===== config.mk =====
export PLATFORM = sky130hd
export DESIGN_NAME = fcc_cmd
export DESIGN_NICKNAME = d
export VERILOG_FILES = /design/src/design/fcc_pkg.sv /design/src/design/fcc_cmd.sv /design/src/design/fcc_res_buf.sv
export SDC_FILE = /design/constraint.sdc
export NUM_CORES = 1
export LEC_CHECK = 0
export BUFFER_PORTS_ARGS = -buffer_cell sky130_fd_sc_hd__buf_2
export CORE_MARGIN = 8
export CORE_UTILIZATION = 45
export DETAILED_ROUTE_END_ITERATION = 16
export PLACE_DENSITY_LB_ADDON = 0.1
export SETUP_SLACK_MARGIN = 0.3
export SYNTH_ARGS = -nofsm -noshare
export SYNTH_HDL_FRONTEND = slang
export SYNTH_SLANG_ARGS = --single-unit

===== constraint.sdc =====
create_clock -name core_clk_i -period 3.5 [get_ports core_clk_i]
set_input_delay 0.35 -clock core_clk_i [delete_from_list [all_inputs] [get_ports core_clk_i]]
set_output_delay 0.35 -clock core_clk_i [all_outputs]
set_load 0.02 [all_outputs]

===== src/design/fcc_pkg.sv =====
// Constants and types for the configure, dump, format and invalid command block
package fcc_pkg;
  // Clock and post-reset polling window
  localparam int CLK_MHZ       = 200;
  localparam int POLL_WIN_US   = 500;
  localparam int POLL_WIN_CYC  = POLL_WIN_US * CLK_MHZ;
  // Opcodes handled here
  localparam logic [7:0] OP_CFG    = 8'h13;
  localparam logic [7:0] OP_DUMP   = 8'h0e;
  localparam logic [4:0] OP_FMT    = 5'h0d;
  localparam int         OP_MFM_B  = 6;
  // Byte counts
  localparam logic [2:0] CFG_LAST  = 3'h2;
  localparam logic [2:0] FMT_LAST  = 3'h4;
  localparam logic [3:0] DUMP_LAST = 4'h9;
  localparam logic [3:0] FMT_RLAST = 4'h6;
  localparam logic [3:0] INV_LAST  = 4'h0;
  localparam logic [15:0] ID_LEN   = 16'h0004;
  localparam logic [15:0] CRC_LEN  = 16'h0002;
  localparam logic [15:0] DATA_BASE = 16'h0080;
  // Track layout lengths, MFM then FM
  localparam logic [15:0] GAP4A_M = 16'h0050;
  localparam logic [15:0] GAP4A_F = 16'h0028;
  localparam logic [15:0] SYNC_M  = 16'h000c;
  localparam logic [15:0] SYNC_F  = 16'h0006;
  localparam logic [15:0] GAP1_M  = 16'h0032;
  localparam logic [15:0] GAP1_F  = 16'h001a;
  localparam logic [15:0] GAP2_M  = 16'h0016;
  localparam logic [15:0] GAP2_F  = 16'h000b;
  localparam logic [15:0] GAP2_P  = 16'h0029;
  // Track byte values
  localparam logic [7:0] GAP_M    = 8'h4e;
  localparam logic [7:0] GAP_F    = 8'hff;
  localparam logic [7:0] SYNC_B   = 8'h00;
  localparam logic [7:0] IAM_B    = 8'hfc;
  localparam logic [7:0] IDAM_B   = 8'hfe;
  localparam logic [7:0] DAM_B    = 8'hfb;
  // Result and status values
  localparam logic [7:0] ST0_INV  = 8'h80;
  localparam logic [7:0] ZERO_B   = 8'h00;
  localparam int MSR_RQM  = 7;
  localparam int MSR_DIO  = 6;
  localparam int MSR_NDMA = 5;
  localparam int MSR_BUSY = 4;
  // Configuration defaults
  localparam logic       EIS_DEF  = 1'b0;
  localparam logic       FDIS_DEF = 1'b1;
  localparam logic       POLL_DEF = 1'b0;
  localparam logic [3:0] THR_DEF  = 4'h0;
  localparam logic [7:0] PRE_DEF  = 8'h00;

  typedef struct packed {
    logic       implied_seek_enable;
    logic       fifo_disable;
    logic       poll_disable;
    logic [3:0] fifo_level_setting;
    logic [7:0] precomp_start_track;
  } fcc_cfg_t;

  typedef struct packed {
    logic       mark;
    logic       crc;
    logic [7:0] val;
  } fcc_disk_t;

  typedef enum logic [2:0] {
    ST_IDLE = 3'b000, ST_PARAM = 3'b001, ST_EXEC = 3'b011,
    ST_WRITE = 3'b010, ST_RESULT = 3'b110
  } fcc_state_t;

  typedef enum logic [1:0] {
    OPK_CFG = 2'h0, OPK_DUMP = 2'h1, OPK_FMT = 2'h2, OPK_INV = 2'h3
  } fcc_op_t;

  typedef enum logic [3:0] {
    SG_GAP4A = 4'h0, SG_SYNC_I = 4'h1, SG_IAM = 4'h2, SG_GAP1 = 4'h3,
    SG_SYNC_A = 4'h4, SG_IDAM = 4'h5, SG_ID = 4'h6, SG_IDCRC = 4'h7,
    SG_GAP2 = 4'h8, SG_SYNC_D = 4'h9, SG_DAM = 4'ha, SG_DATA = 4'hb,
    SG_DCRC = 4'hc, SG_POST_DATA_GAP = 4'hd, SG_GAP4B = 4'he
  } fcc_seg_t;
endpackage


===== src/design/fcc_cmd.sv =====
// Configure, dump, format track and invalid opcode command processor
// Summary of operation
// - Implied-seek setting 1 forces seek before every read, write, scan, verify.
// - Implied-seek setting 0 leaves seeks to the mode command's per-command flag.
// - FIFO setting 0 enables FIFO for reads and writes; 1 disables; default off.
// - Soft reset restores FIFO setting only while unlocked.
// - Drive-scan disable 0 means polling and an interrupt after each reset.
// - Drive-scan disable set within 500 us of reset suppresses that interrupt.
// - FIFO threshold 00..0F, cleared by soft reset only when unlocked.
// - Precomp start track 00..FF, cleared by soft reset only when unlocked.
// - Hardware reset restores every setting whatever the lock state.
// - Dump is one opcode byte, then ten result bytes read in order.
// - Dump reports each drive's present track low byte.
// - Sixth dump byte: sectors per track after format, else last end-of-track.
// - Eighth dump byte: lock state plus perpendicular mode bits.
// - Last two dump bytes: configure values.
// - Format waits for index, then writes gaps, marks, fields over whole track.
// - Layout follows encoding, index omit, perpendicular, size, count, filler.
// - Format ends at second index with interrupt; three status bytes meaningful.
// - Format gap byte sets length of gap after each data field.
// - Illegal opcode goes straight to result, no interrupt, status bit 7 set.
// - Illegal opcode result status zero is 80 hex.
// - Locked soft reset keeps FIFO enable, threshold and precomp track.
`timescale 1ns/1ps
module fcc_cmd #(
  parameter int POLL_WIN_CYC = fcc_pkg::POLL_WIN_CYC
) (
  input  wire logic             core_clk_i,    // Core clock, 200 MHz
  input  wire logic             reset_i,       // Hardware reset, async high
  input  wire logic             soft_reset_i,  // Software reset pulse
  input  wire logic             cmd_valid_i,   // Host byte offered
  input  wire logic [7:0]       cmd_data_i,    // Host command or format byte
  output logic                  cmd_ready_o,   // Byte accepted
  output logic                  res_valid_o,   // Result byte waiting
  output logic [7:0]            res_data_o,    // Result byte
  input  wire logic             res_ready_i,   // Host reads result
  output logic [7:0]            main_state_reg_o, // Phase status
  input  wire logic             dma_mode_i,    // Transfers by DMA
  input  wire logic             lock_i,        // Lock state
  input  wire logic [6:0]       perp_bits_i,   // Perpendicular mode bits
  input  wire logic [7:0]       spec_a_i,      // Step rate and unload
  input  wire logic [7:0]       spec_b_i,      // Load time and DMA
  input  wire logic [3:0][7:0]  present_track_value_i, // Per drive track
  input  wire logic             rw_done_i,     // Read or write ran
  input  wire logic [7:0]       last_sector_number_i, // Its end of track
  input  wire logic             index_field_omit_i, // Omit index field
  input  wire logic [1:0]       write_gate_format_sel_i, // Perp format
  input  wire logic             mode_seek_en_i, // Mode allows seek flag
  input  wire logic             per_command_seek_flag_i, // Flag in command
  output logic                  implied_seek_o, // Seek before transfer
  output fcc_pkg::fcc_cfg_t     cfg_o,         // Configure settings
  output logic                  fifo_enable_o, // FIFO in use
  output logic                  irq_o,         // Interrupt level
  input  wire logic             irq_ack_i,     // Sense interrupt clears
  output logic                  ready_sense_pend_o, // Four senses owed
  input  wire logic             index_i,       // Index pin, async
  output logic                  write_gate_o,  // Track being written
  output logic                  disk_valid_o,  // Track byte offered
  output fcc_pkg::fcc_disk_t    disk_byte_o,   // Track byte
  input  wire logic             disk_ready_i   // Serializer takes byte
);
  import fcc_pkg::*;

  fcc_state_t state_reg;
  fcc_op_t    op_reg;
  fcc_seg_t   seg_reg;
  fcc_seg_t   seg_next;
  fcc_cfg_t   cfg_reg;
  logic [7:0] pbuf_reg [5];
  logic [2:0] pcnt_reg;
  logic [3:0] ridx_reg;
  logic [3:0] rlast;
  logic       mfm_reg;
  logic       fmt_recent_reg;
  logic [7:0] fmt_sc_reg;
  logic [15:0] cnt_reg;
  logic [7:0] sec_reg;
  logic       idx_s1_reg;
  logic       idx_s2_reg;
  logic       idx_s3_reg;
  logic       idx_rise;
  logic [16:0] win_cnt_reg;
  logic       win_act_reg;
  logic       cmd_take;
  logic       push_valid;
  logic       push_ready;
  logic [7:0] push_data;
  logic       emit_ok;
  logic       go;
  logic       seg_last;
  logic [15:0] seg_len;
  fcc_disk_t  emit;
  logic       cfg_apply;
  logic       fmt_end;
  logic       poll_irq;

  // Index pin passes two flops; third only for edge detect
  always_ff @(posedge core_clk_i or posedge reset_i) begin
    if (reset_i) begin
      idx_s1_reg <= 1'b0;
      idx_s2_reg <= 1'b0;
      idx_s3_reg <= 1'b0;
    end else begin
      idx_s1_reg <= index_i;
      idx_s2_reg <= idx_s1_reg;
      idx_s3_reg <= idx_s2_reg;
    end
  end
  assign idx_rise = idx_s2_reg & ~idx_s3_reg;

  // Host byte acceptance per phase
  assign emit_ok = ~disk_valid_o | disk_ready_i;
  always_comb begin
    case (state_reg)
      ST_IDLE:  cmd_ready_o = ~res_valid_o;
      ST_PARAM: cmd_ready_o = 1'b1;
      ST_WRITE: cmd_ready_o = (seg_reg == SG_ID) & emit_ok;
      default:  cmd_ready_o = 1'b0;
    endcase
  end
  assign cmd_take  = cmd_valid_i & cmd_ready_o;
  assign cfg_apply = cmd_take & (state_reg == ST_PARAM) & (op_reg == OPK_CFG) &
                     (pcnt_reg == CFG_LAST);
  assign fmt_end   = (state_reg == ST_WRITE) & idx_rise;

  // Result length by command
  always_comb begin
    case (op_reg)
      OPK_DUMP: rlast = DUMP_LAST;
      OPK_FMT:  rlast = FMT_RLAST;
      default:  rlast = INV_LAST;
    endcase
  end

  // Command phase sequencer
  always_ff @(posedge core_clk_i or posedge reset_i) begin
    if (reset_i) begin
      state_reg <= ST_IDLE;
      op_reg    <= OPK_INV;
      pcnt_reg  <= 3'h0;
      ridx_reg  <= 4'h0;
      mfm_reg   <= 1'b0;
    end else if (soft_reset_i) begin
      state_reg <= ST_IDLE;
      pcnt_reg  <= 3'h0;
      ridx_reg  <= 4'h0;
    end else begin
      case (state_reg)
        ST_IDLE: begin
          pcnt_reg <= 3'h0;
          ridx_reg <= 4'h0;
          if (cmd_take) begin
            if (cmd_data_i == OP_CFG) begin
              op_reg    <= OPK_CFG;
              state_reg <= ST_PARAM;
            end else if (cmd_data_i == OP_DUMP) begin
              op_reg    <= OPK_DUMP;
              state_reg <= ST_RESULT;
            end else if (cmd_data_i[4:0] == OP_FMT) begin
              op_reg    <= OPK_FMT;
              mfm_reg   <= cmd_data_i[OP_MFM_B];
              state_reg <= ST_PARAM;
            end else begin
              op_reg    <= OPK_INV;
              state_reg <= ST_RESULT;
            end
          end
        end
        ST_PARAM: begin
          if (cmd_take) begin
            pcnt_reg <= pcnt_reg + 3'h1;
            if (op_reg == OPK_CFG && pcnt_reg == CFG_LAST) begin
              state_reg <= ST_IDLE;
            end else if (op_reg == OPK_FMT && pcnt_reg == FMT_LAST) begin
              state_reg <= ST_EXEC;
            end
          end
        end
        ST_EXEC: begin
          if (idx_rise) state_reg <= ST_WRITE;
        end
        ST_WRITE: begin
          if (idx_rise) state_reg <= ST_RESULT;
        end
        ST_RESULT: begin
          if (push_ready) begin
            ridx_reg <= ridx_reg + 4'h1;
            if (ridx_reg == rlast) state_reg <= ST_IDLE;
          end
        end
        default: state_reg <= ST_IDLE;
      endcase
    end
  end

  // Parameter bytes, slot 0 is the byte after the opcode
  always_ff @(posedge core_clk_i) begin
    if (cmd_take && state_reg == ST_PARAM) begin
      pbuf_reg[pcnt_reg] <= cmd_data_i;
    end
  end

  // Configure settings; soft reset keeps locked ones
  always_ff @(posedge core_clk_i or posedge reset_i) begin
    if (reset_i) begin
      cfg_reg <= '{EIS_DEF, FDIS_DEF, POLL_DEF, THR_DEF, PRE_DEF};
    end else if (soft_reset_i) begin
      cfg_reg.implied_seek_enable <= EIS_DEF;
      cfg_reg.poll_disable        <= POLL_DEF;
      if (!lock_i) begin
        cfg_reg.fifo_disable        <= FDIS_DEF;
        cfg_reg.fifo_level_setting  <= THR_DEF;
        cfg_reg.precomp_start_track <= PRE_DEF;
      end
    end else if (cfg_apply) begin
      cfg_reg.implied_seek_enable <= pbuf_reg[1][6];
      cfg_reg.fifo_disable        <= pbuf_reg[1][5];
      cfg_reg.poll_disable        <= pbuf_reg[1][4];
      cfg_reg.fifo_level_setting  <= pbuf_reg[1][3:0];
      cfg_reg.precomp_start_track <= cmd_data_i;
    end
  end
  assign cfg_o         = cfg_reg;
  assign fifo_enable_o = ~cfg_reg.fifo_disable;
  // Forced seek overrides the per-command flag
  assign implied_seek_o = cfg_reg.implied_seek_enable |
                          (mode_seek_en_i & per_command_seek_flag_i);

  // Post-reset window; polling interrupt raised when it closes
  always_ff @(posedge core_clk_i or posedge reset_i) begin
    if (reset_i) begin
      win_cnt_reg <= 17'h0;
      win_act_reg <= 1'b1;
    end else if (soft_reset_i) begin
      win_cnt_reg <= 17'h0;
      win_act_reg <= 1'b1;
    end else if (win_act_reg) begin
      win_cnt_reg <= win_cnt_reg + 17'h1;
      if (win_cnt_reg == 17'(POLL_WIN_CYC - 1)) win_act_reg <= 1'b0;
    end
  end
  // Late configure cannot recall an interrupt already raised
  assign poll_irq = win_act_reg & (win_cnt_reg == 17'(POLL_WIN_CYC - 1)) &
                    ~cfg_reg.poll_disable;

  // Interrupt level; a new event beats the acknowledge
  always_ff @(posedge core_clk_i or posedge reset_i) begin
    if (reset_i) begin
      irq_o              <= 1'b0;
      ready_sense_pend_o <= 1'b0;
    end else if (soft_reset_i) begin
      irq_o              <= 1'b0;
      ready_sense_pend_o <= 1'b0;
    end else begin
      if (poll_irq || fmt_end) begin
        irq_o <= 1'b1;
      end else if (irq_ack_i) begin
        irq_o <= 1'b0;
      end
      if (poll_irq) begin
        ready_sense_pend_o <= 1'b1;
      end else if (irq_ack_i) begin
        ready_sense_pend_o <= 1'b0;
      end
    end
  end

  // Sixth dump byte source tracks the later of format and transfer
  always_ff @(posedge core_clk_i or posedge reset_i) begin
    if (reset_i) begin
      fmt_recent_reg <= 1'b0;
      fmt_sc_reg     <= ZERO_B;
    end else if (soft_reset_i) begin
      fmt_recent_reg <= 1'b0;
    end else if (state_reg == ST_EXEC && idx_rise) begin
      fmt_recent_reg <= 1'b1;
      fmt_sc_reg     <= pbuf_reg[2];
    end else if (rw_done_i) begin
      fmt_recent_reg <= 1'b0;
    end
  end

  // Result byte for the current index
  always_comb begin
    push_data = ZERO_B;
    case (op_reg)
      OPK_DUMP: begin
        if (ridx_reg < 4'h4) begin
          push_data = present_track_value_i[ridx_reg[1:0]];
        end else if (ridx_reg == 4'h4) begin
          push_data = spec_a_i;
        end else if (ridx_reg == 4'h5) begin
          push_data = fmt_recent_reg ? fmt_sc_reg
                                     : last_sector_number_i;
        end else if (ridx_reg == 4'h6) begin
          push_data = spec_b_i;
        end else if (ridx_reg == 4'h7) begin
          push_data = {lock_i, perp_bits_i};
        end else if (ridx_reg == 4'h8) begin
          push_data = {1'b0, cfg_reg.implied_seek_enable, cfg_reg.fifo_disable,
                       cfg_reg.poll_disable, cfg_reg.fifo_level_setting};
        end else begin
          push_data = cfg_reg.precomp_start_track;
        end
      end
      OPK_FMT: begin
        // Status zero carries head and drive, rest left clear
        if (ridx_reg == 4'h0) push_data = {5'h00, pbuf_reg[0][2:0]};
      end
      OPK_INV: push_data = ST0_INV;
      default: push_data = ZERO_B;
    endcase
  end
  assign push_valid = (state_reg == ST_RESULT);

  // Result words pass a two-entry buffer so a slow reader loses none
  fcc_res_buf u_res_buf (
    .core_clk_i  (core_clk_i),
    .reset_i     (reset_i),
    .clear_i     (soft_reset_i),
    .in_valid_i  (push_valid),
    .in_ready_o  (push_ready),
    .in_data_i   (push_data),
    .out_valid_o (res_valid_o),
    .out_ready_i (res_ready_i),
    .out_data_o  (res_data_o)
  );

  // Phase status; invalid result shows request and direction set
  always_ff @(posedge core_clk_i or posedge reset_i) begin
    if (reset_i) begin
      main_state_reg_o <= ZERO_B;
    end else begin
      main_state_reg_o           <= ZERO_B;
      main_state_reg_o[MSR_RQM]  <= cmd_ready_o | res_valid_o;
      main_state_reg_o[MSR_DIO]  <= (state_reg == ST_RESULT) | res_valid_o;
      main_state_reg_o[MSR_NDMA] <= (state_reg == ST_WRITE) & ~dma_mode_i;
      main_state_reg_o[MSR_BUSY] <= (state_reg != ST_IDLE) | res_valid_o;
    end
  end

  // Track writer: byte, length and successor of each segment
  always_comb begin
    emit     = '{1'b0, 1'b0, mfm_reg ? GAP_M : GAP_F};
    seg_len  = 16'hffff;
    seg_next = seg_reg;
    case (seg_reg)
      SG_GAP4A: begin
        seg_len  = mfm_reg ? GAP4A_M : GAP4A_F;
        seg_next = index_field_omit_i ? SG_GAP1 : SG_SYNC_I;
      end
      SG_SYNC_I, SG_SYNC_A, SG_SYNC_D: begin
        emit.val = SYNC_B;
        seg_len  = mfm_reg ? SYNC_M : SYNC_F;
        seg_next = fcc_seg_t'(seg_reg + 4'h1);
      end
      SG_IAM, SG_IDAM, SG_DAM: begin
        emit.mark = 1'b1;
        emit.val  = (seg_reg == SG_IAM) ? IAM_B :
                    (seg_reg == SG_IDAM) ? IDAM_B : DAM_B;
        seg_len   = 16'h0001;
        seg_next  = fcc_seg_t'(seg_reg + 4'h1);
      end
      SG_GAP1: begin
        seg_len  = mfm_reg ? GAP1_M : GAP1_F;
        seg_next = SG_SYNC_A;
      end
      SG_ID: begin
        emit.val = cmd_data_i;
        seg_len  = ID_LEN;
        seg_next = SG_IDCRC;
      end
      SG_IDCRC, SG_DCRC: begin
        emit.crc = 1'b1;
        emit.val = ZERO_B;
        seg_len  = CRC_LEN;
        seg_next = fcc_seg_t'(seg_reg + 4'h1);
      end
      SG_GAP2: begin
        seg_len  = (write_gate_format_sel_i != 2'h0) ? GAP2_P :
                   mfm_reg ? GAP2_M : GAP2_F;
        seg_next = SG_SYNC_D;
      end
      SG_DATA: begin
        emit.val = pbuf_reg[4];
        seg_len  = DATA_BASE << pbuf_reg[1][2:0];
        seg_next = SG_DCRC;
      end
      SG_POST_DATA_GAP: begin
        seg_len  = {8'h00, pbuf_reg[3]};
        seg_next = (sec_reg == pbuf_reg[2] - 8'h1) ? SG_GAP4B : SG_SYNC_A;
      end
      default: begin
        seg_len  = 16'hffff;
        seg_next = SG_GAP4B;
      end
    endcase
  end
  assign seg_last = (cnt_reg == seg_len - 16'h1) & (seg_reg != SG_GAP4B);
  assign go = (state_reg == ST_WRITE) & emit_ok & ~idx_rise &
              ((seg_reg != SG_ID) | cmd_valid_i);

  // Segment and sector counters
  always_ff @(posedge core_clk_i or posedge reset_i) begin
    if (reset_i) begin
      seg_reg <= SG_GAP4A;
      cnt_reg <= 16'h0;
      sec_reg <= 8'h0;
    end else if (state_reg != ST_WRITE) begin
      seg_reg <= SG_GAP4A;
      cnt_reg <= 16'h0;
      sec_reg <= 8'h0;
    end else if (go) begin
      if (seg_last || seg_len == 16'h0) begin
        cnt_reg <= 16'h0;
        seg_reg <= seg_next;
        if (seg_reg == SG_POST_DATA_GAP) sec_reg <= sec_reg + 8'h1;
      end else if (seg_reg != SG_GAP4B) begin
        cnt_reg <= cnt_reg + 16'h1;
      end
    end
  end

  // Track byte output register
  always_ff @(posedge core_clk_i or posedge reset_i) begin
    if (reset_i) begin
      disk_valid_o <= 1'b0;
      disk_byte_o  <= '0;
    end else if (soft_reset_i) begin
      disk_valid_o <= 1'b0;
    end else if (go) begin
      disk_valid_o <= 1'b1;
      disk_byte_o  <= emit;
    end else if (disk_ready_i) begin
      disk_valid_o <= 1'b0;
    end
  end
  assign write_gate_o = (state_reg == ST_WRITE);
endmodule


===== src/design/fcc_res_buf.sv =====
// Two-entry result buffer with valid and ready on both sides
`timescale 1ns/1ps
module fcc_res_buf (
  input  wire logic       core_clk_i, // Core clock
  input  wire logic       reset_i,    // Async reset, high
  input  wire logic       clear_i,    // Soft flush
  input  wire logic       in_valid_i, // Word offered
  output logic            in_ready_o, // Room for a word
  input  wire logic [7:0] in_data_i,  // Word in
  output logic            out_valid_o, // Word held
  input  wire logic       out_ready_i, // Reader takes word
  output logic [7:0]      out_data_o  // Oldest word
);
  logic [7:0] mem_reg [2];
  logic       wp_reg;
  logic       rp_reg;
  logic [1:0] cnt_reg;
  logic       push;
  logic       pop;

  // Full and empty straight from the count
  assign in_ready_o  = (cnt_reg != 2'h2);
  assign out_valid_o = (cnt_reg != 2'h0);
  assign out_data_o  = mem_reg[rp_reg];
  assign push        = in_valid_i & in_ready_o;
  assign pop         = out_valid_o & out_ready_i;

  // Storage needs no reset, it is only read when counted
  always_ff @(posedge core_clk_i) begin
    if (push) begin
      mem_reg[wp_reg] <= in_data_i;
    end
  end

  // Pointers and occupancy
  always_ff @(posedge core_clk_i or posedge reset_i) begin
    if (reset_i) begin
      wp_reg  <= 1'b0;
      rp_reg  <= 1'b0;
      cnt_reg <= 2'h0;
    end else if (clear_i) begin
      wp_reg  <= 1'b0;
      rp_reg  <= 1'b0;
      cnt_reg <= 2'h0;
    end else begin
      if (push) wp_reg <= ~wp_reg;
      if (pop) rp_reg <= ~rp_reg;
      cnt_reg <= cnt_reg + {1'b0, push} - {1'b0, pop};
    end
  end
endmodule

# After elaboration in Yosys (flattened, before gate mapping)
# Memories as Yosys holds them, arrays and structs flattened.
# Index checks and enable logic that the tools add are counted.
totals:
  ff_bits: 107
  latchBits: 0
  ramBits: 56
  mem_bits_ro: 0
  output_inout_bits: 49
  mem_count: 2
mem_list:
  columns: ["name", "depth", "word_bits", "read_ports", "rd_ports_with_merged_regs", "wr", "line_no", "rtl"]
  rows:
  - ["pbuf_reg", 5, 8, 5, 0, 1, "fcc_cmd.sv:69", "logic [7:0] pbuf_reg [5];"]
  - ["u_res_buf.mem_reg", 2, 8, 1, 0, 1, "fcc_res_buf.sv:14", "logic [7:0] mem_reg [2];"]
op_classes:
  addsub: 10
  multipliers: 0
  div: 0
  magnitude_cmp: 2
  n_eq_ne: 46
  n_shift: 1
  mux: 90
  bitwise_logic: 35
  n_reduce_logical: 44
ops:
  columns: ["operator", "count"]
  rows:
  - ["$pmux 16 s9", 1]
  - ["$mux 8", 13]
  - ["$mux 16", 4]
  - ["$mux 3", 17]
  - ["$mux 17", 2]
  - ["$eq 4x3->1 const B", 8]
  - ["$pmux 8 s4", 1]
  - ["$mux 15", 2]
  - ["$eq 4x4->1 const B", 7]
  - ["$mux 4", 7]
  - ["$pmux 4 s7", 1]
  - ["$mux 1", 26]
  - ["$pmux 8 s3", 1]
  - ["$reduce_bool 3->1", 8]
  - ["$reduce_bool 2->1", 9]
  - ["$add 17x1->17 const B", 1]
  - ["$and 1x1->1", 17]
  - ["$eq 17x17->1 const B", 1]
  - ["$add 16x1->16 const B", 1]
  - ["$bmux 8 s2", 1]
  - ["$eq 16x16->1", 1]
  - ["$logic_not 16->1", 1]
  - ["$pmux 4 s2", 2]
  - ["$shl 8x3->16 const A", 1]
  - ["50 further kinds", 95]

# Depth between registers and ports, before layout
# Gate-level depths: netlist of run 1.
depth:
  word_depth: 10
  mapped_depth: 16
  mapped_depth_nobuf: 14

# Modules after synthesis
# Synthesis of run 1 repeated with hierarchy kept, for this count alone.
unflattened:
  cells_unflattened: 996
  area_unflattened_um2: 9675.5
by_module_without_submodules:
  columns: ["module", "n_inst", "cells_each", "area_each_um2"]
  rows:
  - ["fcc_cmd", 1, 947, 8842.2]
  - ["fcc_res_buf", 1, 49, 833.3]

# Worst setup path before layout of run 1
# No wires, ideal clock.
synth_path:
  path_kind: "reg2reg"
  startpoint: "register seg_reg[0]"
  endpoint: "register sec_reg[1]"
  setup_time_ps: 120
  arrival_time_ps: 3603
  setup_slack_ps: -224
  path_stages_with_launch: 14
  n_path_buf: 1
  synth_period_minus_slack_ps: 3724
  path_cell_list: "dfrtp_1 > inv_1 > ha_1 > or2_2 > a222oi_1 > nand4_1 > nor4_1 > mux2_2 > a211oi_1 > nand4b_4 > nand2_1 > buf_4 > a21boi_0 > a41o_1"
synth_between:
  elab_chain_len: 9
  word_cells_on_any_way: 31
synth_rtl:
  columns: ["element", "line_no", "rtl"]
  rows:
  - ["start: declaration", "fcc_cmd.sv:66", "fcc_seg_t seg_reg;"]
  - ["start signal: assignment", "fcc_cmd.sv:416", "seg_reg <= seg_next;"]
  - ["$eq 4x2->1, or another cell as far along", "fcc_cmd.sv:347", "case (seg_reg)"]
  - ["$reduce_or 3->1 or $reduce_or 2->1 (tied branches)", "fcc_cmd.sv:347", null]
  - ["$pmux 16 s9", "fcc_cmd.sv:347", null]
  - ["$sub 16x1->16", "fcc_cmd.sv:399", "assign seg_last = (cnt_reg == seg_len - 16'h1) & (seg_reg != SG_GAP4B);"]
  - ["$eq 16x16->1", "fcc_cmd.sv:399", null]
  - ["$and 1x1->1", "fcc_cmd.sv:399", null]
  - ["$logic_or 1x1->1", "fcc_cmd.sv:414", "if (seg_last || seg_len == 16'h0) begin"]
  - ["$reduce_bool 2->1 (no source line)", null, null]
  - ["$reduce_and 3->1 (no source line) (*)", null, null]
  - ["end signal: assignment", "fcc_cmd.sv:417", "if (seg_reg == SG_POST_DATA_GAP) sec_reg <= sec_reg + 8'h1;"]
  - ["end: declaration", "fcc_cmd.sv:77", "logic [7:0] sec_reg;"]
# Every way passes the cells marked *; elsewhere a longest branch is shown, timed or not.
# A chain may end at the register's enable or synchronous reset.

# Worst setup path after layout of run 1
layout_path:
  startpoint: "register seg_reg[0]"
  endpoint: "register sec_reg[5]"
# Same word-level chain as after synthesis.

==> results of run 1 <==
[logic make-up (layout without fill, tap and decap cells)]
logic type	count (synthesis)	after routing	synth area share
fa+ha+maj	18	18	0.0242
mux	42	42	0.0584
flops	157	157	0.450
simple gates	380	380	0.212
other cells	1	4	0.000403
buf+inv	93	271	0.0408
compound gates	230	230	0.170
xor+xnor	47	47	0.0443
[layer usage]
metal  up-vias  wire, µm  track usage
li1       3885         -            -
met1      3955     12700        0.284
met2       219     12600        0.335
met3        28      1500       0.0494
met4         0       417       0.0595
met5         -         0            0
[critical path, delay by kind of cell, from the launching register on]
family / cells / cell delay (ns)
AO/OA/AOI/OAI: 5 / 1.71
XOR/XNOR: 1 / 0.16
flip-flops: 1 / 0.44
AND/OR/NAND/NOR: 4 / 0.58
adder cells (fa/ha/maj): 1 / 0.18
buffers and inverters: 2 / 0.25
[power groups by stage]
stage / Sequential (W) / Clock [W] / Combinational (W)
after floorplan: 0.00236 / 0 / 0.00223
after global placement: 0.00234 / 0 / 0.00336
after detailed placement: 0.00234 / 0 / 0.00337
after CTS: 0.00231 / 0.00192 / 0.00394
after global routing: 0.00234 / 0.00200 / 0.00443
final: 0.00232 / 0.00189 / 0.00408
[layout make-up]
type	count	area, µm²
Timing Repair Buffer	211	1360
Fill cell	1796	8560
Clock buffer	19	454
Sequential cell	157	4190
Tap cell	270	338
Inverter	28	113
Clock inverter	13	146
Multi-Input combinational cell	721	5070
[timing repair]
action,CTS,global route
hold endpoints to repair,33,0
buffers inserted,14,3
gates resized for setup,44,23
gates cloned,1,0
hold buffers,1,0
pin swaps,25,10
endpoints found under the setup margin,28,29
[placed cells by master, fill, tap and decap left out, types with 18 or more instances in the layout]
cell type,count
xnor2_1,23
a211oi_1,30
o21ai_0,31
buf_4,63
clkbuf_16,18
nor2b_1,24
nor3_1,21
a21oi_1,56
nand2_1,60
dfrtp_1,100
nor2_1,102
edfxtp_1,50
nand3_1,35
xor2_1,23
inv_1,24
buf_2,131
[worst max-delay path by stage]
stage | depth (start not counted) | slack [ns] | to | startpoint
2_1_floorplan | 15 | 0.05 | sec_reg[5]$_DFFE_PP0P_ | seg_reg[0]$_DFFE_PP0P_
3_3_place_gp | 15 | 0.07 | seg_reg[2]$_DFFE_PP0P_ | seg_reg[0]$_DFFE_PP0P_
3_5_place_dp | 13 | -0.03 | sec_reg[5]$_DFFE_PP0P_ | seg_reg[0]$_DFFE_PP0P_
4_1_cts | 14 | 0.09 | sec_reg[5]$_DFFE_PP0P_ | seg_reg[0]$_DFFE_PP0P_
5_1_grt | 14 | -0.12 | sec_reg[5]$_DFFE_PP0P_ | seg_reg[0]$_DFFE_PP0P_
6_report | 13 | 0.04 | sec_reg[5]$_DFFE_PP0P_ | seg_reg[0]$_DFFE_PP0P_
[per-stage QoR]
stage | area [µm²] | utilization | cells | hold WS, ns | worst slack (ns)
after global placement | 10600 | 0.525 | 1368 | 0.336 | 0.0673
after floorplan | 9450 | - | 971 | 0.331 | 0.0515
after CTS | 11600 | 0.572 | 1416 | 0.00585 | 0.0949
after global routing | 11700 | 0.577 | 1419 | 0.0117 | -0.122
after detailed placement | 10600 | 0.525 | 1368 | 0.339 | -0.0279
final | 11700 | 0.577 | 1419 | 0.0224 | 0.0436
==> results_dict.tcl, run 1 <==
set metrics [dict create \
    status "finished, final reports clean" \
    r2r-end "sec_reg[5]$_DFFE_PP0P_" \
    cts_num_sinks 157 \
    ys.flop_type "dfrtp_1" \
    grt_pass1_wl_um 43500 \
    p_seq_frac 0.280 \
    dp_hpwl_um 19900 \
    internal_power_w 0.00506 \
    holdPathEnd "idx_s1_reg$_DFF_PP0_" \
    relSlewSlack 0.398 \
    rows 52 \
    ys_seq_area_frac 0.450 \
    synth.cell_area_mm2 0.00930 \
    cts_inserted_buffers 17 \
    drv_slew 0 \
    drt.antenna.violating_nets 0 \
    viasPerCell 5.70 \
    async_flop_share 0.682 \
    dieArea_mm2 0.0255 \
    wl_per_cell_um 19.1 \
    layout-drive-gt1-share 0.299 \
    p_per_area_mw_per_mm2 710 \
    ys_ff_latch 157 \
    critical_path.max_stage_delay_ns 0.44 \
    drv_cap 0 \
    worstSetupPathType "flip-flop to flip-flop" \
    slowest_stage "dfrtp_2" \
    die_h_um 160 \
    fin_nets 1241 \
    yosysMostFrequentCell "nor2_1" \
    grt_usage 0.211 \
    path_max_fanout 7 \
    total_power_w 0.00829 \
    worst_slew_pin_slew_ns 0.903 \
    reg2reg_depth 13 \
    grt_max_degree 75 \
    grt_pass1_vias 7962 \
    rsz0062_at_grt "true" \
    die_width_um 160 \
    drtIter0Drc 537 \
    setup_violations 0 \
    worstPathRequired_ns 3.81 \
    timing.rr.start "seg_reg[0]$_DFFE_PP0P_" \
    drc 0 \
    p_comb_frac 0.492 \
    finalSetupTns_ns 0 \
    period_minus_slack_ns 3.46 \
    end_kind "flip-flop" \
    antenna_found_initial 0 \
    cp_cell_sequence "inv_4 -> ha_4 -> and3b_1 -> a222oi_1 -> buf_4 -> nand4_1 -> o311a_1 -> a311o_1 -> a2111oi_4 -> nand4b_4 -> a2111oi_4 -> xnor2_1 -> nor2_1" \
    yosysWarnings 0 \
    fmax_ghz 0.289 \
    clkTransAtPathRegs_ns 0.07 \
    drt_first_pass_iters 5 \
    clk_path_buf_depth 2 \
    ir_drop_uv 397 \
    synth_cell_types 79 \
    hold_viol 0 \
    syn_area_per_cell_um2 9.61 \
    globalplace.congestion 0.877 \
    area_growth_pct 25.5 \
    htree_levels 4 \
    drt-total-wl_um 27100 \
    finalClockSkew_ns 0.0110 \
    route.vias.total 8087 \
    startpoint_type "flip-flop" \
    p_sw_frac 0.390 \
    cts_root_buffer "clkbuf_16" \
    io_pins 136 \
    hold_start "index_i" \
    cts_tree "built" \
    synthCells 968 \
    largest_register_ffs 34 \
    antenna-diode-count 0 \
    port_buffers 131 \
    rrSetupSlack_ns 0.04 \
    synthTopCellsByArea "dfrtp_1 28%, edfxtp_1 16%, nor2_1 4.5%" \
    worst_ep_arrival_time_ns 3.77 \
    synth_top_area_share 0.277 \
    core_mm2 0.0202 \
    p_sw_w 0.00324 \
    p_leak_nw 4.96 \
    synth_edf_count 50 \
    worstSkewPairLatency_ns 0.43 \
    p_clk_frac 0.228 \
    start_util 0.460 \
    min_path_type "input pin to flip-flop" \
    synthTopCellsByCount "111 x nor2_1, 103 x dfrtp_1, 65 x nand2_1, 61 x a21oi_1, 50 x edfxtp_1" \
    crit_top_cell "a2111oi_4" \
    synth.largest_area_cell "dfrtp_1" \
    period_share 0.988 \
    hold_depth 1 \
    grt-ovfl-total 0 \
]
Note: power is estimated with default switching activity, not from simulation.
==> run 2: changes to the inputs <==
--- a/config.mk
+++ b/config.mk
@@ -13,4 +13,5 @@
 export SETUP_SLACK_MARGIN = 0.3
 export SYNTH_ARGS = -nofsm -noshare
 export SYNTH_HDL_FRONTEND = slang
+export SYNTH_HIERARCHICAL = 1
 export SYNTH_SLANG_ARGS = --single-unit
==> results_dict.tcl, run 2 <==
set metrics [dict create \
    status "finished with violations" \
    violations "negative setup slack" \
    clk_path_buf_depth 2 \
    reg2reg_depth 20 \
    synth.largest_area_cell "dfrtp_1" \
    fmax_ghz 0.264 \
    yosysWarnings 6 \
    stdcell_area_mm2 0.0121 \
    fin_nets 1293 \
    die_h_um 163 \
    relSlewSlack 0.491 \
    antenna_found_initial 0 \
    drv_slew 0 \
    grt_max_degree 54 \
    dp_hpwl_um 21400 \
    p_comb_frac 0.517 \
    wl_per_cell_um 19.2 \
    worst_slack_ns -0.290 \
    grt_pass1_vias 8375 \
    drt.antenna.violating_nets 0 \
    layout_common_cells "131 x buf_2, 99 x dfrtp_1, 94 x buf_4" \
    layout_commonest_cell "buf_2" \
    ir_drop_uv 375 \
    hold_start "index_i" \
    ys_ff_latch 157 \
    drc 0 \
    path_max_fanout 10 \
    yosysMostFrequentCell "dfrtp_1" \
    finalClockSkew_ns 0.0146 \
    antenna-diode-count 0 \
    globalplace.congestion 0.871 \
    start_util 0.459 \
    die_width_um 163 \
    drtIter0Drc 560 \
    dpl_cell_area_mm2 0.0112 \
    clkTransAtPathRegs_ns 0.07 \
    cts_inserted_buffers 17 \
    synthTopCellsByArea "dfrtp_1 27%, edfxtp_1 16%, nor2_1 3.7%" \
    largest_register_ffs 34 \
    drt_first_pass_iters 5 \
    p_sw_w 0.00341 \
    syn_area_per_cell_um2 9.71 \
    min_path_type "input pin to flip-flop" \
    synthCells 996 \
    met2_length_um 13000 \
    hold_depth 1 \
    hold_viol 0 \
    startpoint_type "flip-flop" \
    core_mm2 0.0211 \
    drv_cap 0 \
    synth_cell_types 96 \
    internal_power_w 0.00514 \
    io_pins 136 \
    ys_seq_area_frac 0.432 \
    p_per_area_mw_per_mm2 709 \
    crit_path_start "seg_reg[0]$_DFFE_PP0P_" \
    grt_pass1_wl_um 45500 \
    wl_met3_um 1470 \
    ys.flop_type "dfrtp_1" \
    synth.cell_area_mm2 0.00968 \
    wl_met1_um 13400 \
    port_buffers 131 \
    async_flop_share 0.682 \
    grt-ovfl-total 0 \
    period_share 1.08 \
    end_kind "flip-flop" \
    viasPerCell 5.64 \
    worstSetupPathType "flip-flop to flip-flop" \
    timing.rr.start "seg_reg[0]$_DFFE_PP0P_" \
    rsz0062_at_grt "true" \
    drt-total-wl_um 28300 \
    worstPathRequired_ns 3.86 \
    p_seq_frac 0.270 \
    worstSkewPairLatency_ns 0.43 \
    setup_violations 28 \
    period_minus_slack_ns 3.79 \
    synthTopCellsByCount "103 x dfrtp_1, 95 x nor2_1, 77 x nand2_1, 63 x a21oi_1, 50 x edfxtp_1" \
    worst_slew_pin_slew_ns 0.762 \
    dp_slack_ns -0.628 \
    cts_num_sinks 157 \
    grt_usage 0.217 \
    rows 53 \
    p_sw_frac 0.399 \
    worst_ep_arrival_time_ns 4.15 \
    synth_top_area_share 0.266 \
    p_leak_nw 5.00 \
    route.vias.total 8319 \
    p_clk_frac 0.213 \
    cts_root_buffer "clkbuf_16" \
    htree_levels 4 \
    synth_edf_count 50 \
    area_growth_pct 24.7 \
    dieArea_mm2 0.0264 \
    layout-drive-gt1-share 0.315 \
    cts_tree "built" \
    top_layer "met4" \
]
## run 2: cell count changes after synthesis, sizes merged, moves of 6 or more
cell	change
nor2	-15
nand2	+13
mux2i	+11
nand3	-10
a21oi	+8
nand4	+7
nand2b	+6
nor3	+6
## run 2: kinds of logic (layout without fill, tap and decap cells)
| group | Yosys count | count (layout) | synth area share |
|---|---|---|---|
| mux | 56 | 56 | 0.0714 |
| other cells | 1 | 4 | 0.000388 |
| buf+inv | 97 | 298 | 0.0482 |
| simple gates | 382 | 382 | 0.209 |
| flops | 157 | 157 | 0.432 |
| fa+ha+maj | 19 | 19 | 0.0246 |
| xor+xnor | 50 | 50 | 0.0453 |
| compound gates | 234 | 234 | 0.169 |
## run 2: final cells by class
| class | count | area (µm²) |
|---|---|---|
| inverters | 30 | 120 |
| repair buffers | 236 | 1510 |
| clock buffers | 17 | 425 |
| flip-flops and latches | 157 | 4190 |
| well taps | 275 | 344 |
| fillers | 1933 | 9020 |
| multi-input cells | 745 | 5340 |
| clock inverters | 15 | 148 |
## run 2: worst paths after layout
kind                                                 to  slack (ns)
setup / recovery                cnt_reg[10]$_DFFE_PP0P_       -0.29
hold / removal                     idx_s1_reg$_DFF_PP0_        0.02
setup reg to reg                cnt_reg[10]$_DFFE_PP0P_       -0.29
hold reg to reg                    idx_s2_reg$_DFF_PP0_        0.35
max in group asynchronous         op_reg[0]$_DFFE_PP1P_        2.16
min in group asynchronous  u_res_buf/rp_reg$_DFFE_PP0P_        0.37
## run 2: metrics by stage
stage | utilization | power, W | hold slack (ns) | TNS (ns) | instances
2_1_floorplan | - | 0.00497 | 0.116 | -6.74 | 999
3_3_place_gp | 0.530 | 0.00634 | 0.276 | -11.89 | 1429
3_5_place_dp | 0.530 | 0.00637 | 0.281 | -15.55 | 1429
4_1_cts | 0.568 | 0.00849 | 0.0134 | -6.66 | 1470
5_1_grt | 0.572 | 0.00905 | 0.00615 | -11.93 | 1475
6_report | 0.572 | 0.00855 | 0.0221 | -6.98 | 1475
## run 2: timing repair
item	in CTS	in global routing
resized for setup	31	16
hold endpoints to repair	4	0
pin swaps	19	7
buffers inserted	8	5
hold buffers	1	0
setup endpoints to repair	34	29
## run 2: power groups by stage
stage / Sequential [W] / Combinational, W / Clock [W]
after floorplan: 0.00233 / 0.00264 / 0
after global placement: 0.00233 / 0.00402 / 0
after detailed placement: 0.00233 / 0.00404 / 0
after CTS: 0.00230 / 0.00434 / 0.00185
after global routing: 0.00234 / 0.00478 / 0.00194
final: 0.00231 / 0.00442 / 0.00182
## run 2: per-layer routing
metal,GRT usage,vias to the layer above
met3,0.0475,33
met5,0,-
met2,0.337,226
li1,-,4034
met1,0.297,4026
met4,0.0655,0
## run 2: critical path, cell delays in order, from the launching register on
cell and delay (ns):
dfrtp_2 0.43, buf_6 0.12, ha_4 0.18, buf_6 0.14
nor4bb_4 0.05, or3_4 0.41, nand2_4 0.08, and2_4 0.15
ha_4 0.15, o311ai_4 0.09, a2111oi_4 0.32, nand3_4 0.19
buf_4 0.19, o31ai_4 0.19, nor4_1 0.09, o32a_1 0.32
nand4_4 0.16, a21oi_4 0.08, buf_6 0.14, buf_12 0.13
nor2_2 0.10
==> run 3: changes to the inputs <==
--- a/config.mk
+++ b/config.mk
@@ -10,6 +10,7 @@
 export CORE_UTILIZATION = 45
 export DETAILED_ROUTE_END_ITERATION = 16
 export PLACE_DENSITY_LB_ADDON = 0.1
+export REMOVE_ABC_BUFFERS = 1
 export SETUP_SLACK_MARGIN = 0.3
 export SYNTH_ARGS = -nofsm -noshare
 export SYNTH_HDL_FRONTEND = slang
==> results_dict.tcl, run 3 (synthesis gave the netlist of run 2 again) <==
set metrics [dict create \
    status "finished with violations" \
    violations "negative setup slack" \
    relSlewSlack 0.465 \
    p_leak_nw 5.17 \
    wl_per_cell_um 19.7 \
    end_kind "flip-flop" \
    core_mm2 0.0211 \
    largest_register_ffs 34 \
    startpoint_type "flip-flop" \
    finalClockSkew_ns 0.0128 \
    critical_path.max_stage_delay_ns 0.45 \
    port_buffers 131 \
    layout-drive-gt1-share 0.333 \
    fmax_ghz 0.264 \
    route.vias.total 8500 \
    post-place-cells 1428 \
    gr-usage-met1 0.302 \
    layout_common_cells "131 x buf_2, 102 x dfrtp_1, 100 x buf_4" \
    die_width_um 163 \
    worst_slack_ns -0.282 \
    ir_drop_uv 440 \
    fin_nets 1310 \
    slowest_stage "dfrtp_2" \
    drv_cap 0 \
    cts_root_buffer "clkbuf_16" \
    worstPathRequired_ns 3.86 \
    grt_max_degree 61 \
    worstSetupPathType "flip-flop to flip-flop" \
    worstSkewPairLatency_ns 0.43 \
    period_share 1.08 \
    clk_path_buf_depth 2 \
    stdcell_count 1492 \
    dpl_cell_area_mm2 0.0111 \
    start_util 0.459 \
    worst_ep_arrival_time_ns 4.14 \
    crit_family "buffers and inverters" \
    dieArea_mm2 0.0264 \
    stdcell_area_mm2 0.0124 \
    p_per_area_mw_per_mm2 722 \
    grt_pass1_vias 8224 \
    clkTransAtPathRegs_ns 0.07 \
    antenna_found_initial 0 \
    grt-ovfl-total 0 \
    drv_slew 0 \
    hold_viol 0 \
    viasPerCell 5.70 \
    cts_inserted_buffers 17 \
    rows 53 \
    cts_tree "built" \
    grt-busiest-layer "met2" \
    drt.antenna.violating_nets 0 \
    drc 0 \
    dp_hpwl_um 21400 \
    worst_slew_pin_slew_ns 0.803 \
    rsz0062_at_grt "true" \
    crit_buf_inv 22 \
    min_path_type "input pin to flip-flop" \
    grt_usage 0.218 \
    path_max_fanout 4 \
    crit_top_cell "buf_6" \
    io_pins 136 \
    layout_commonest_cell "buf_2" \
    area_growth_pct 28.6 \
    setup_violations 34 \
    htree_levels 4 \
    drt-total-wl_um 29300 \
    drt_first_pass_iters 5 \
    drtIter0Drc 662 \
    gr-usage-met3 0.0518 \
    final_core_util 0.590 \
    period_minus_slack_ns 3.78 \
    antenna-diode-count 0 \
    grt_pass1_wl_um 45900 \
    die_h_um 163 \
    met2_usage 0.338 \
    cts_num_sinks 157 \
    globalplace.congestion 0.883 \
]
[run 3: changes by cell type in the layout (fill, tap and decap cells not counted), sizes merged]
cell and delta:
clkinv +1, bufinv +4, clkinvlp -1, clkbuf +1, inv -5, buf +17
[run 3: path summary, 6_finish.rpt]
kind	start	endpoint	slack, ns	cells past startpoint
setup reg to reg	seg_reg[0]$_DFFE_PP0P_	disk_byte_o[7]$_DFFE_PP0P_	-0.28	28
hold / removal	index_i	idx_s1_reg$_DFF_PP0_	0.02	1
max in group asynchronous	reset_i	cfg_o[13]$_DFFE_PP1P_	2.09	4
hold reg to reg	idx_s1_reg$_DFF_PP0_	idx_s2_reg$_DFF_PP0_	0.37	0
min in group asynchronous	reset_i	u_res_buf/cnt_reg[1]$_DFF_PP0_	0.39	3
setup / recovery	seg_reg[0]$_DFFE_PP0P_	disk_byte_o[7]$_DFFE_PP0P_	-0.28	28
[run 3: power by group]
| part | internal [W] | switching (W) | total, W |
|---|---|---|---|
| clock | 0.00121 | 0.000810 | 0.00202 |
| sequential | 0.00211 | 0.000180 | 0.00229 |
| combinational | 0.00222 | 0.00245 | 0.00467 |
| total | 0.00554 | 0.00344 | 0.00898 |
[run 3: area by class of cell]
type,instances,area [µm²]
clock buffer,18,429
clock inverter,14,211
fill,1832,8640
inverter,30,115
multi-input combinational,745,5460
sequential,157,4190
tap,275,344
timing repair buffer,253,1700
[run 3: repair_timing]
item	4_1_cts	5_1_grt
endpoints found under the hold margin	4	0
pin swaps	22	13
setup buffers	26	5
resized for setup	58	41
hold buffers	1	0
endpoints found under the setup margin	28	38
[run 3: per-stage QoR]
| step | worst slack (ns) | hold slack (ns) | TNS [ns] | total power, W |
|---|---|---|---|---|
| 3_3_place_gp | -0.752 | 0.277 | -18.98 | 0.00616 |
| 3_5_place_dp | -0.736 | 0.285 | -17.93 | 0.00616 |
| 4_1_cts | -0.370 | 0.0127 | -8.47 | 0.00862 |
| 5_1_grt | -0.474 | 0.00932 | -13.05 | 0.00947 |
| 6_report | -0.282 | 0.0227 | -6.40 | 0.00898 |
| 2_1_floorplan | -0.811 | 0.116 | -19.31 | 0.00456 |
[run 3: routing by layer]
layer,wire length (µm),up-vias
met3,2090,29
met5,0,-
li1,-,4063
met1,13600,4092
met2,13300,316
met4,411,0
